## config.mk

```make
export PLATFORM = sky130hd
export DESIGN_NAME = acms_sequencer
export DESIGN_NICKNAME = d
export VERILOG_FILES = /design/src/hw/acms_pkg.sv /design/src/hw/acms_osc_tick.sv /design/src/hw/acms_sequencer.sv
export VERILOG_INCLUDE_DIRS = /design/src /design/src/hw
export SDC_FILE = /design/constraint.sdc
export NUM_CORES = 1
export LEC_CHECK = 0
export ABC_AREA = 1
export ABC_CLOCK_PERIOD_IN_PS = 9100
export BUFFER_PORTS_ARGS = -buffer_cell sky130_fd_sc_hd__buf_2
export CAP_MARGIN = 10
export CORE_ASPECT_RATIO = 0.6
export CORE_MARGIN = 2
export CORE_UTILIZATION = 40
export DETAILED_ROUTE_END_ITERATION = 7
export PLACE_DENSITY = 0.65
export SYNTH_ARGS = -nofsm -noshare
export SYNTH_HDL_FRONTEND = slang
export SYNTH_SLANG_ARGS = --single-unit
```

## constraint.sdc

```tcl
create_clock -name sys_clk_i -period 9.1 [get_ports sys_clk_i]
set_input_delay 0.91 -clock sys_clk_i [delete_from_list [all_inputs] [get_ports sys_clk_i]]
set_output_delay 0.91 -clock sys_clk_i [all_outputs]
set_load 0.05 [all_outputs]
```

## src/hw/acms_params.svh

```systemverilog
// constants and rule notes for the conversion mode sequencer
// Notes on behaviour
// - commands act at eighth falling serial edge
// - first conversion starts 28.5 oscillator periods later (code: continuous mode only; single-shot converts at once)
// - continuous spacing 51192/11532/3116/1036 periods
// - single-shot latency 51213/11557/3141/1061 periods
// - resets: power-on, pin, command
// - reset restores defaults, idles, awaits start
// - power-on reset held about 500 us
// - opcodes 06h and 07h reset device
// - general-call software reset equals reset command
// - single-shot: one conversion then low power
// - single-shot config write restarts one conversion
// - continuous: store result, start next immediately
// - continuous config write restarts conversion
// - sleep finishes current conversion first
// - sleep keeps config, decodes, never converts
// - start wakes from sleep per mode bit
// - ready low on new result, high when latched
// - general call then 06h resets
`ifndef ACMS_PARAMS_SVH
`define ACMS_PARAMS_SVH
`define ACMS_SYS_CLK_KHZ     125000
`define ACMS_OSC_KHZ         1024
// oscillator tick every 125000/1024 = 122.07 cycles: fractional accumulator
`define ACMS_OSC_ACC_W       17
`define ACMS_OSC_ACC_INC     17'h00400
`define ACMS_OSC_ACC_MOD     17'h1E848
// half-oscillator ticks: the 28.5 period start delay needs half resolution
`define ACMS_START_HALF      17'h00039
`define ACMS_CONT_20         17'h0C7F8
`define ACMS_CONT_90         17'h02D0C
`define ACMS_CONT_330        17'h00C2C
`define ACMS_CONT_1000       17'h0040C
`define ACMS_SINGLE_20       17'h0C80D
`define ACMS_SINGLE_90       17'h02D25
`define ACMS_SINGLE_330      17'h00C45
`define ACMS_SINGLE_1000     17'h00425
`define ACMS_OPC_RESET_A     8'h06
`define ACMS_OPC_RESET_B     8'h07
`define ACMS_OPC_START_A     8'h08
`define ACMS_OPC_START_B     8'h09
`define ACMS_OPC_SLEEP_A     8'h02
`define ACMS_OPC_SLEEP_B     8'h03
`define ACMS_GC_RESET        8'h06
`define ACMS_POR_US          500
`define ACMS_POR_CYCLES      (`ACMS_POR_US * (`ACMS_SYS_CLK_KHZ / 1000))
`define ACMS_CNT_W           17
`define ACMS_DATA_W          24
`define ACMS_READY_MIN_HIGH  8'h02
`endif

```

## src/hw/acms_pkg.sv

```systemverilog
// types for the conversion mode sequencer
package acms_pkg;
  typedef enum logic [1:0] {
    ACMS_RATE_20,
    ACMS_RATE_90,
    ACMS_RATE_330,
    ACMS_RATE_1000
  } acms_rate_t;

  typedef enum logic [2:0] {
    ACMS_CMD_NONE,
    ACMS_CMD_START,
    ACMS_CMD_SLEEP,
    ACMS_CMD_RESET,
    ACMS_CMD_CFG_WRITE
  } acms_cmd_t;

  typedef enum {
    ACMS_ST_IDLE,
    ACMS_ST_DELAY,
    ACMS_ST_CONVERT
  } acms_state_t;

  // decoded command strobe, taken on the eighth falling serial edge
  typedef struct packed {
    logic            valid;
    logic [7:0]      opcode;
    logic            general_call;
    logic            cfg_write;
  } acms_cmd_in_t;
endpackage

```

## src/hw/acms_osc_tick.sv

```systemverilog
// oscillator rate divider: one-cycle enable at twice the 1.024 MHz rate
`timescale 1ns/1ps
`default_nettype none
`include "acms_params.svh"
module acms_osc_tick #(
  parameter int SPEEDUP = 1
) (
  // clock and reset
  input  wire logic sys_clk_i,
  input  wire logic reset_i,
  // control
  input  wire logic run_i,
  output logic      half_tick_o
);
  logic [`ACMS_OSC_ACC_W-1:0] acc_r;
  logic [`ACMS_OSC_ACC_W-1:0] acc_nxt;
  logic                       tick_nxt;
  logic [`ACMS_OSC_ACC_W:0]   acc_sum;

  // step per cycle; a speed-up above one only shortens simulation and must keep the step below the modulus
  localparam logic [`ACMS_OSC_ACC_W:0] STEP = (`ACMS_OSC_ACC_W + 1)'(`ACMS_OSC_ACC_INC * 2 * SPEEDUP);

  // fractional accumulator keeps long-term rate exact; one spare bit keeps the sum from wrapping
  always_comb begin
    acc_sum  = {1'b0, acc_r} + STEP;
    acc_nxt  = acc_r;
    tick_nxt = 1'b0;
    if (!run_i) begin
      acc_nxt = '0;
    end else if (acc_sum >= {1'b0, `ACMS_OSC_ACC_MOD}) begin
      acc_nxt  = `ACMS_OSC_ACC_W'(acc_sum - {1'b0, `ACMS_OSC_ACC_MOD});
      tick_nxt = 1'b1;
    end else begin
      acc_nxt = `ACMS_OSC_ACC_W'(acc_sum);
    end
  end

  always_ff @(posedge sys_clk_i or posedge reset_i) begin
    if (reset_i) begin
      acc_r       <= '0;
      half_tick_o <= 1'b0;
    end else begin
      acc_r       <= acc_nxt;
      half_tick_o <= tick_nxt;
    end
  end
endmodule
`default_nettype wire

```

## src/hw/acms_sequencer.sv

```systemverilog
// conversion mode sequencer: resets, modes, commands and conversion timing
`timescale 1ns/1ps
`default_nettype none
`include "acms_params.svh"
module acms_sequencer #(
  parameter int POR_CYCLES  = `ACMS_POR_CYCLES,
  parameter int OSC_SPEEDUP = 1
) (
  // clock and reset
  input  wire logic                    sys_clk_i,
  input  wire logic                    reset_i,
  input  wire logic                    reset_pin_n_i,
  // command strobe from the serial front end
  input  wire acms_pkg::acms_cmd_in_t  cmd_i,
  input  wire logic                    cfg_mode_i,
  input  wire logic [1:0]              cfg_rate_i,
  // converter core
  input  wire logic [`ACMS_DATA_W-1:0] core_result_i,
  input  wire logic                    result_latch_i,
  // status and data
  output logic                         result_ready_n_o,
  output logic                         result_ready_oe_o,
  output logic [`ACMS_DATA_W-1:0]      result_data_o,
  output logic                         cfg_defaults_o,
  output logic                         analog_on_o,
  output logic                         converting_o,
  output logic                         conversion_mode_sel_o,
  output logic                         sleep_mode_o
);
  // conversion length in half oscillator ticks
  function automatic logic [`ACMS_CNT_W-1:0] conv_len(input logic single, input logic [1:0] rate);
    logic [`ACMS_CNT_W-1:0] p;
    p = '0;
    case (rate)
      2'h0:    p = single ? `ACMS_SINGLE_20   : `ACMS_CONT_20;
      2'h1:    p = single ? `ACMS_SINGLE_90   : `ACMS_CONT_90;
      2'h2:    p = single ? `ACMS_SINGLE_330  : `ACMS_CONT_330;
      default: p = single ? `ACMS_SINGLE_1000 : `ACMS_CONT_1000;
    endcase
    return `ACMS_CNT_W'({p, 1'b0});
  endfunction

  // power-on reset stretch
  logic [31:0] por_cnt_r;
  logic [31:0] por_cnt_nxt;
  logic        por_busy;
  always_comb begin
    por_cnt_nxt = por_cnt_r;
    if (por_cnt_r == 32'hFFFFFFFF) begin
      por_cnt_nxt = 32'(POR_CYCLES);  // first edge after release loads the stretch
    end else if (por_cnt_r != 32'h0) begin
      por_cnt_nxt = por_cnt_r - 32'h1;
    end
  end
  always_ff @(posedge sys_clk_i or posedge reset_i) begin
    if (reset_i) begin
      por_cnt_r <= 32'hFFFFFFFF;
    end else begin
      por_cnt_r <= por_cnt_nxt;
    end
  end
  assign por_busy = (por_cnt_r != 32'h0);

  // command decode; any reset source acts alike
  logic cmd_reset;
  logic cmd_start;
  logic cmd_sleep;
  logic soft_reset;
  assign cmd_reset = cmd_i.valid && !cmd_i.general_call && !cmd_i.cfg_write &&
                     (cmd_i.opcode == `ACMS_OPC_RESET_A || cmd_i.opcode == `ACMS_OPC_RESET_B);
  assign soft_reset = cmd_reset ||
                      (cmd_i.valid && cmd_i.general_call && cmd_i.opcode == `ACMS_GC_RESET);
  assign cmd_start = cmd_i.valid && !cmd_i.general_call && !cmd_i.cfg_write &&
                     (cmd_i.opcode == `ACMS_OPC_START_A || cmd_i.opcode == `ACMS_OPC_START_B);
  assign cmd_sleep = cmd_i.valid && !cmd_i.general_call && !cmd_i.cfg_write &&
                     (cmd_i.opcode == `ACMS_OPC_SLEEP_A || cmd_i.opcode == `ACMS_OPC_SLEEP_B);
  logic any_reset;
  assign any_reset = por_busy || !reset_pin_n_i || soft_reset;

  // sequencer state
  acms_pkg::acms_state_t  st_r, st_nxt;
  logic [`ACMS_CNT_W-1:0] cnt_r, cnt_nxt;
  logic                   mode_r, mode_nxt;
  logic                   sleep_pend_r, sleep_pend_nxt;
  logic                   asleep_r, asleep_nxt;
  logic                   done_r, done_nxt;
  logic                   half_tick;
  logic                   restart;

  acms_osc_tick #(
    .SPEEDUP (OSC_SPEEDUP)
  ) u_osc (
    .sys_clk_i   (sys_clk_i),
    .reset_i     (reset_i),
    .run_i       (st_r != acms_pkg::ACMS_ST_IDLE),
    .half_tick_o (half_tick)
  );

  // a config write mid-conversion acts as a fresh start
  assign restart = cmd_start ||
                   (cmd_i.valid && cmd_i.cfg_write && st_r != acms_pkg::ACMS_ST_IDLE);

  always_comb begin
    st_nxt         = st_r;
    cnt_nxt        = cnt_r;
    mode_nxt       = mode_r;
    sleep_pend_nxt = sleep_pend_r;
    asleep_nxt     = asleep_r;
    done_nxt       = 1'b0;
    if (any_reset) begin
      st_nxt         = acms_pkg::ACMS_ST_IDLE;
      cnt_nxt        = '0;
      mode_nxt       = 1'b0;
      sleep_pend_nxt = 1'b0;
      asleep_nxt     = 1'b0;
    end else if (restart) begin
      // mode bit sampled only at start, so host must restart after change
      mode_nxt       = cfg_mode_i;
      asleep_nxt     = 1'b0;
      sleep_pend_nxt = 1'b0;
      if (cfg_mode_i) begin
        st_nxt  = acms_pkg::ACMS_ST_DELAY;
        // the count runs down to zero inclusive, so one less gives exactly 28.5 periods
        cnt_nxt = `ACMS_START_HALF - `ACMS_CNT_W'(1);
      end else begin
        st_nxt  = acms_pkg::ACMS_ST_CONVERT;
        cnt_nxt = conv_len(1'b1, cfg_rate_i) - `ACMS_CNT_W'(1);
      end
    end else begin
      if (cmd_sleep) begin
        if (st_r == acms_pkg::ACMS_ST_IDLE) begin
          asleep_nxt = 1'b1;
        end else begin
          sleep_pend_nxt = 1'b1;
        end
      end
      case (st_r)
        acms_pkg::ACMS_ST_IDLE: begin
          cnt_nxt = '0;
        end
        acms_pkg::ACMS_ST_DELAY: begin
          if (half_tick) begin
            if (cnt_r == '0) begin
              st_nxt  = acms_pkg::ACMS_ST_CONVERT;
              cnt_nxt = conv_len(1'b0, cfg_rate_i) - `ACMS_CNT_W'(1);
            end else begin
              cnt_nxt = cnt_r - `ACMS_CNT_W'(1);
            end
          end
        end
        acms_pkg::ACMS_ST_CONVERT: begin
          if (half_tick) begin
            if (cnt_r == '0) begin
              done_nxt = 1'b1;
              if (!mode_r || sleep_pend_r || cmd_sleep) begin
                st_nxt         = acms_pkg::ACMS_ST_IDLE;
                asleep_nxt     = sleep_pend_r || cmd_sleep;
                sleep_pend_nxt = 1'b0;
              end else begin
                cnt_nxt = conv_len(1'b0, cfg_rate_i) - `ACMS_CNT_W'(1);
              end
            end else begin
              cnt_nxt = cnt_r - `ACMS_CNT_W'(1);
            end
          end
        end
        default: begin
          st_nxt = acms_pkg::ACMS_ST_IDLE;
        end
      endcase
    end
  end

  always_ff @(posedge sys_clk_i or posedge reset_i) begin
    if (reset_i) begin
      st_r         <= acms_pkg::ACMS_ST_IDLE;
      cnt_r        <= '0;
      mode_r       <= 1'b0;
      sleep_pend_r <= 1'b0;
      asleep_r     <= 1'b0;
      done_r       <= 1'b0;
    end else begin
      st_r         <= st_nxt;
      cnt_r        <= cnt_nxt;
      mode_r       <= mode_nxt;
      sleep_pend_r <= sleep_pend_nxt;
      asleep_r     <= asleep_nxt;
      done_r       <= done_nxt;
    end
  end

  // output buffer and ready flag; new result wins over a same-cycle latch
  logic [`ACMS_DATA_W-1:0] data_nxt;
  logic                    ready_n_nxt;
  always_comb begin
    data_nxt    = result_data_o;
    ready_n_nxt = result_ready_n_o;
    if (any_reset) begin
      ready_n_nxt = 1'b1;
    end else if (done_r) begin
      data_nxt    = core_result_i;
      ready_n_nxt = 1'b0;
    end else if (result_latch_i) begin
      ready_n_nxt = 1'b1;
    end
  end

  // status outputs registered so every port comes from a flop
  always_ff @(posedge sys_clk_i or posedge reset_i) begin
    if (reset_i) begin
      result_data_o         <= '0;
      result_ready_n_o      <= 1'b1;
      result_ready_oe_o     <= 1'b0;
      cfg_defaults_o        <= 1'b1;
      analog_on_o           <= 1'b0;
      converting_o          <= 1'b0;
      conversion_mode_sel_o <= 1'b0;
      sleep_mode_o          <= 1'b0;
    end else begin
      result_data_o         <= data_nxt;
      result_ready_n_o      <= ready_n_nxt;
      result_ready_oe_o     <= !ready_n_nxt;  // open drain: drive only low
      cfg_defaults_o        <= any_reset;
      analog_on_o           <= st_nxt != acms_pkg::ACMS_ST_IDLE;
      converting_o          <= st_nxt == acms_pkg::ACMS_ST_CONVERT;
      conversion_mode_sel_o <= mode_nxt;
      sleep_mode_o          <= asleep_nxt;
    end
  end
endmodule
`default_nettype wire

```

# Word-level counts from Yosys, hierarchy flattened
# Index checks and enable logic that the tools add are counted.
dict set report word_totals {
  register_bits 132
  latchBits 0
  ramBits 0
  romBits 0
  inputBits 42
  out_inout_bits 31
  word_cells 141
  mem_count 0
}
dict set report op_classes {
  n_addsub 7
  mul 0
  n_div 0
  n_lt_le_gt_ge 1
  eq_ne 15
  shifts 0
  mux 66
  bitwise 1
  reduce_logical 36
}
# op count
set op_table {}
lappend op_table {{$mux 32} 9}
lappend op_table {{$mux 16} 14}
lappend op_table {{$mux 17} 10}
lappend op_table {{$pmux 16 s3} 2}
lappend op_table {{$pmux 32 s3} 1}
lappend op_table {{$reduce_bool 32->1} 3}
lappend op_table {{$sub 17x1->17 const B} 4}
lappend op_table {{$logic_not 32->1} 2}
lappend op_table {{$pmux 17 s3} 1}
lappend op_table {{$eq 32x1->1 const B} 1}
lappend op_table {{$eq 32x2->1 const B} 1}
lappend op_table {{$eq 32x3->1 const B} 1}
lappend op_table {{$eq 32x32->1 const B} 1}
lappend op_table {{$sub 32x1->32 const B} 1}
lappend op_table {{$mux 1} 28}
lappend op_table {{$add 17x12->18 const B} 1}
lappend op_table {{$ge 18x17->1 const B} 1}
lappend op_table {{$logic_not 17->1} 1}
lappend op_table {{$sub 17x17->17 const B} 1}
lappend op_table {{$eq 8x2->1 const B} 2}
lappend op_table {{$eq 8x3->1 const B} 2}
lappend op_table {{$eq 8x4->1 const B} 2}
lappend op_table {{$logic_or 1x1->1} 10}
lappend op_table {{$logic_and 1x1->1} 9}
lappend op_table {{12 further kinds} 18}

# Depth between registers and ports, before layout
dict set report logic_depth {
  word_depth 18
  mapped_depth 15
  depth_no_buf 15
}

# Hierarchy
# From an unflattened synthesis, not the netlist that was laid out.
dict set report hier_totals {
  cells_unflattened 929
  area_unflattened_um2 7153.1
}
# mod instances cells_per_inst area_each_um2 seq_area_each_um2
set modules_own_cells {}
lappend modules_own_cells {acms_sequencer 1 791 6095.8 2895.3}
lappend modules_own_cells {acms_osc_tick 1 138 1057.3 375.4}

# Least setup slack after synthesis
# Ideal clock, no wire load.
dict set report synth_timing {
  path_kind {in2reg}
  start {input cmd_i[6] (netlist name)}
  end {register cnt_r[16]}
  setup_time_ns 0.124
  arrival_ns 1.934
  t_required_ns 8.976
  slack_ns 7.042
  path_stages 12
  n_path_buf 1
  path_cell_list {inv_1 nand2_1 nor3_1 nand2_1 nand2_1 inv_1 nand2_4 nor2_4 nand2_4 buf_6 nor2_1 o21bai_1}
}
dict set report synth_via {
  elab_chain_cells 7
  word_cells_on_any_way 24
  cone_classes {eq/ne (9); mux (2); reduce/logical (13)}
}
# item line_no
set synth_rtl {}
lappend synth_rtl {{start: declaration} acms_sequencer.sv:14} ;# input wire acms_pkg::acms_cmd_in_t cmd_i,
lappend synth_rtl {{$eq 8x3->1 (no source line)} n/a}
lappend synth_rtl {{$logic_or 1x1->1 (no source line)} n/a}
lappend synth_rtl {{$logic_and 1x1->1} acms_sequencer.sv:69} ;# assign cmd_reset = cmd_i.valid && !cmd_i.general_call && !cmd_i.cfg_write &&
lappend synth_rtl {{$logic_or 1x1->1 *} acms_sequencer.sv:71} ;# assign soft_reset = cmd_reset ||
lappend synth_rtl {{$logic_or 1x1->1 *} acms_sequencer.sv:78} ;# assign any_reset = por_busy || !reset_pin_n_i || soft_reset;
lappend synth_rtl {{net any_reset} acms_sequencer.sv:77} ;# logic any_reset;
lappend synth_rtl {{$ne 5x5->1 (no source line), or another cell as far along} n/a}
lappend synth_rtl {{$reduce_and 4->1 (no source line)} n/a}
lappend synth_rtl {{end signal: assignment} acms_sequencer.sv:184} ;# cnt_r <= cnt_nxt;
lappend synth_rtl {{end: declaration} acms_sequencer.sv:82} ;# logic [`ACMS_CNT_W-1:0] cnt_r, cnt_nxt;
# Mark *: on every way through the listed nets, which the timed path passes. The rest lies on a longest branch.
# A chain may end at the register's enable or synchronous reset.

# Worst setup path after layout
dict set report layout_timing {
  start {register por_cnt_r[0]}
  end {register result_data_o[21]}
}
dict set report layout_via {
  elab_chain_cells 5
}
# item line_no
set layout_rtl {}
lappend layout_rtl {{start: declaration} acms_sequencer.sv:44} ;# logic [31:0] por_cnt_r;
lappend layout_rtl {{start signal: assignment} acms_sequencer.sv:59} ;# por_cnt_r <= por_cnt_nxt;
lappend layout_rtl {{$reduce_bool 32->1} acms_sequencer.sv:62} ;# assign por_busy = (por_cnt_r != 32'h0);
lappend layout_rtl {{$logic_or 1x1->1 (2 in a row)} acms_sequencer.sv:78}
lappend layout_rtl {{$not 1->1 (no source line)} n/a}
lappend layout_rtl {{$reduce_and 2->1 (no source line)} n/a}
lappend layout_rtl {{end signal: assignment} acms_sequencer.sv:220} ;# result_data_o <= data_nxt;
lappend layout_rtl {{end: declaration} acms_sequencer.sv:23} ;# output logic [`ACMS_DATA_W-1:0] result_data_o,
# No other way between the ends.

==> summary.txt <==
Detailed routing
  • DRT Wirelength: between 15000 and 20000 um
  • DR iter-0 viols: 641
  • Remaining antenna violation count after routing: 0
  • Via-to-Cell Ratio: 4.771
  • DR vias: a little over 6000
  • DR WL/cell: between 10 and 15 um
  • Drt first pass iters: 5
  • # DRC: 0

Synthesis
  • EDFF count, synth: 0
  • FF+latch count, synth: 129
  • Post-synthesis async set-or-reset flop share: 100.0%
  • Post-synthesis xor/xnor area fraction: ~3.5%
  • Register area share after synthesis: 46.40%
  • Mux contribution to synthesized area: 0%
  • Compound-Gate Fraction of Synth Area: around 6.2%
  • Avg Inst Size Synth: around 7.6 um2
  • Synth Warn #: 0
  • Post-Synth Adder-Cell Area: 2.485%
  • Yosys cell types: 40
  • Main combinational cell family by area after synthesis: simple AND/OR/NAND/NOR gates
  • Post-Synthesis Cells: between 900 and 1000
  • Top FF cell, synth: dfrtp_1
  • Synth Area in Simple Gates: about 33%
  • Post-Syn Area: 7049 um2

Cells and area
  • NumNets Final: 1098
  • Ant. Diodes: 0
  • Share of post-route cells with drive strength above 1: 16.11%
  • # fillers: ~1700
  • Most frequent cells in the layout: nand2_1 (237), inv_1 (143), nor2_1 (141), dfrtp_1 (95), buf_2 (72)
  • Synthesis-to-finish area growth: 18.64%
  • Final core utilization: about half
  • Most common cell after layout, fill and taps aside: nand2_1

STA
  • TNS Setup: 0 ns
  • Minimum clock period: 2.467 ns
  • Hold violation count in the final report: 0
  • # setup viols final: 0
  • RSZ-0062 raised after global routing: no
  • Max Freq: about 400 MHz
  • Tcrit/Tclk final: between 20% and 30%
  • Final Skew: ~0.011 ns
  • Relative slew margins: 27.73%
  • Worst slew pin tran: around 1.1 ns
  • Hold WS: approximately 0.47 ns
  • Final Max Slew Viols: 0

Global routing
  • Antenna violations before repair: 0
  • Largest net degree at the start of global routing: roughly 70
  • Gr ovfl total: 0
  • Overall Global Routing Usage: around 20%
  • First-pass GRT wire length: slightly below 30000 um
  • Vias in the first global route: ~5800

Run
  • Max-cap violations: 0

Clock network
  • CTS tree: built
  • Worst-path clk slew: ~0.07 ns
  • H-tree levels: 4
  • CTS Root Cell: clkbuf_16
  • Cts repair resizes: 0
  • CTS Buf Count: 17
  • Hold_buf cts: 0
  • CTS max path bufs: 2
  • CTS sink count: about 130
  • Clk_lat worst skew: 0.42 ns
  • Buffer count from post-CTS setup fixing: 0

Floorplanning
  • Starting Density: 41.04%
  • Core region area: roughly 17000 um2
  • Die width: around 180 um
  • DIE AREA: ~19000 um2
  • I/O pins: 73
  • # rows: 37
  • Die height: between 100 and 150 um

Critical path
  • CP Launch Type: register
  • Crit path kind: reg2reg
  • Critical Path End Type: register
  • Max Fanout on Critical Path: 26
  • WP data arrival: approximately 2.8 ns
  • CP required: 9.46 ns

Status
  • Status: complete, no violations

Power and ir drop
  • Max VDD drop: between 0.00008 and 0.00009 V
  • Power density over the cells: approximately 170 nW/um2
  • LEAKAGE: between 4 and 5 nW

Min path
  • Worst hold-check path type: reg2reg

Placed design
  • Final GP Congestion: about 0.96
  • HPWL Detailed: between 10000 and 15000 um
  • Port Buffers: 72
## state kept, by name, summed over array words and instances (netlist names), 14 cells and up
register       flops
st_r              32
result_data_o     24
por_cnt_r         32
u_osc.acc_r       14
cnt_r             17
## per-layer routing
layer  GRT usage [%]  vias up  part of all wire (%)
li1                -     3128                     -
met1           32.05     2771                    52
met2           25.82      234                    37
met3           4.645       17                   9.2
met4           6.012        0                   1.1
met5               0        -                     0
## cell type report
cell class	instances	area (um2)	share of cell area (%)
clock buffers	18	439.2	5.251
clock inverters	14	158.9	1.900
inverters	149	563.0	6.732
multi-input cells	672	3271	39.11
well taps	234	292.8	3.501
repair buffers	73	367.9	4.399
flip-flops and latches	129	3271	39.11
## power breakdown
part,leakage [nW],switching (mW),internal (mW)
clock,0.295,0.299,0.399
sequential,1.58,0.00781,0.589
combinational,2.75,0.0965,0.0355
## critical path, cell delays in order, from the launching register on
cell	delay (ns)
dfstp_2	0.37
inv_1	0.10
ha_1	0.27
nand3_4	0.13
nor2_4	0.17
nand3_4	0.16
nor2_4	0.33
nand2_4	0.27
inv_2	0.38
nand2_1	0.12
nand2_1	0.08
## Yosys cell counts (all sizes together) (3+ instances only)
cell type / instances / area (um2)
a21oi: 24 / 120.1
a31oi: 6 / 37.54
buf: 7 / 52.54
dfrtp: 95 / 2377
dfstp: 34 / 893.4
ha: 14 / 175.2
inv: 148 / 555.5
nand2: 245 / 954.7
nand3: 60 / 335.3
nand3b: 3 / 22.52
nand4: 23 / 143.9
nor2: 152 / 633.1
nor3: 30 / 150.1
nor4: 5 / 37.53
o21ai: 31 / 155.1
o21bai: 4 / 30.03
o22ai: 7 / 43.79
o31ai: 3 / 22.52
xnor2: 6 / 52.55
xor2: 22 / 192.7
## cell families after synthesis
kind of cell	Yosys count
compound gates	79
xor+xnor	28
fa+ha+maj	14
buf+inv	157
flops	129
other cells	1
simple gates	521
## stage by stage
step / power [mW] / setup WS (ns) / area (um2) / std cells
3_3_place_gp: 0.7382 / 6.454 / 7765 / 1257
2_1_floorplan: 0.6953 / 4.805 / 7158 / 958
3_5_place_dp: 0.7363 / 6.443 / 7765 / 1257
4_1_cts: 1.437 / 6.614 / 8363 / 1289
5_1_grt: 1.484 / 6.370 / 8363 / 1289
6_report: 1.426 / 6.633 / 8363 / 1289
## path summary, 6_finish.rpt
check | start | end | slack (ns) | cells past startpoint
setup / recovery | por_cnt_r[0]$_DFFE_PP1P_ | result_data_o[21]$_DFFE_PP0P_ | 6.63 | 10
hold / removal | result_data_o[22]$_DFFE_PP0P_ | result_data_o[22]$_DFFE_PP0P_ | 0.47 | 2
setup reg to reg | por_cnt_r[0]$_DFFE_PP1P_ | result_data_o[21]$_DFFE_PP0P_ | 6.63 | 10
hold reg to reg | result_data_o[22]$_DFFE_PP0P_ | result_data_o[22]$_DFFE_PP0P_ | 0.47 | 2
max in group asynchronous | reset_i | st_r[3]$_DFF_PP0_ | 7.15 | 3
min in group asynchronous | reset_i | result_data_o[10]$_DFFE_PP0P_ | 0.62 | 2
Note: power is estimated with default switching activity, not from simulation.
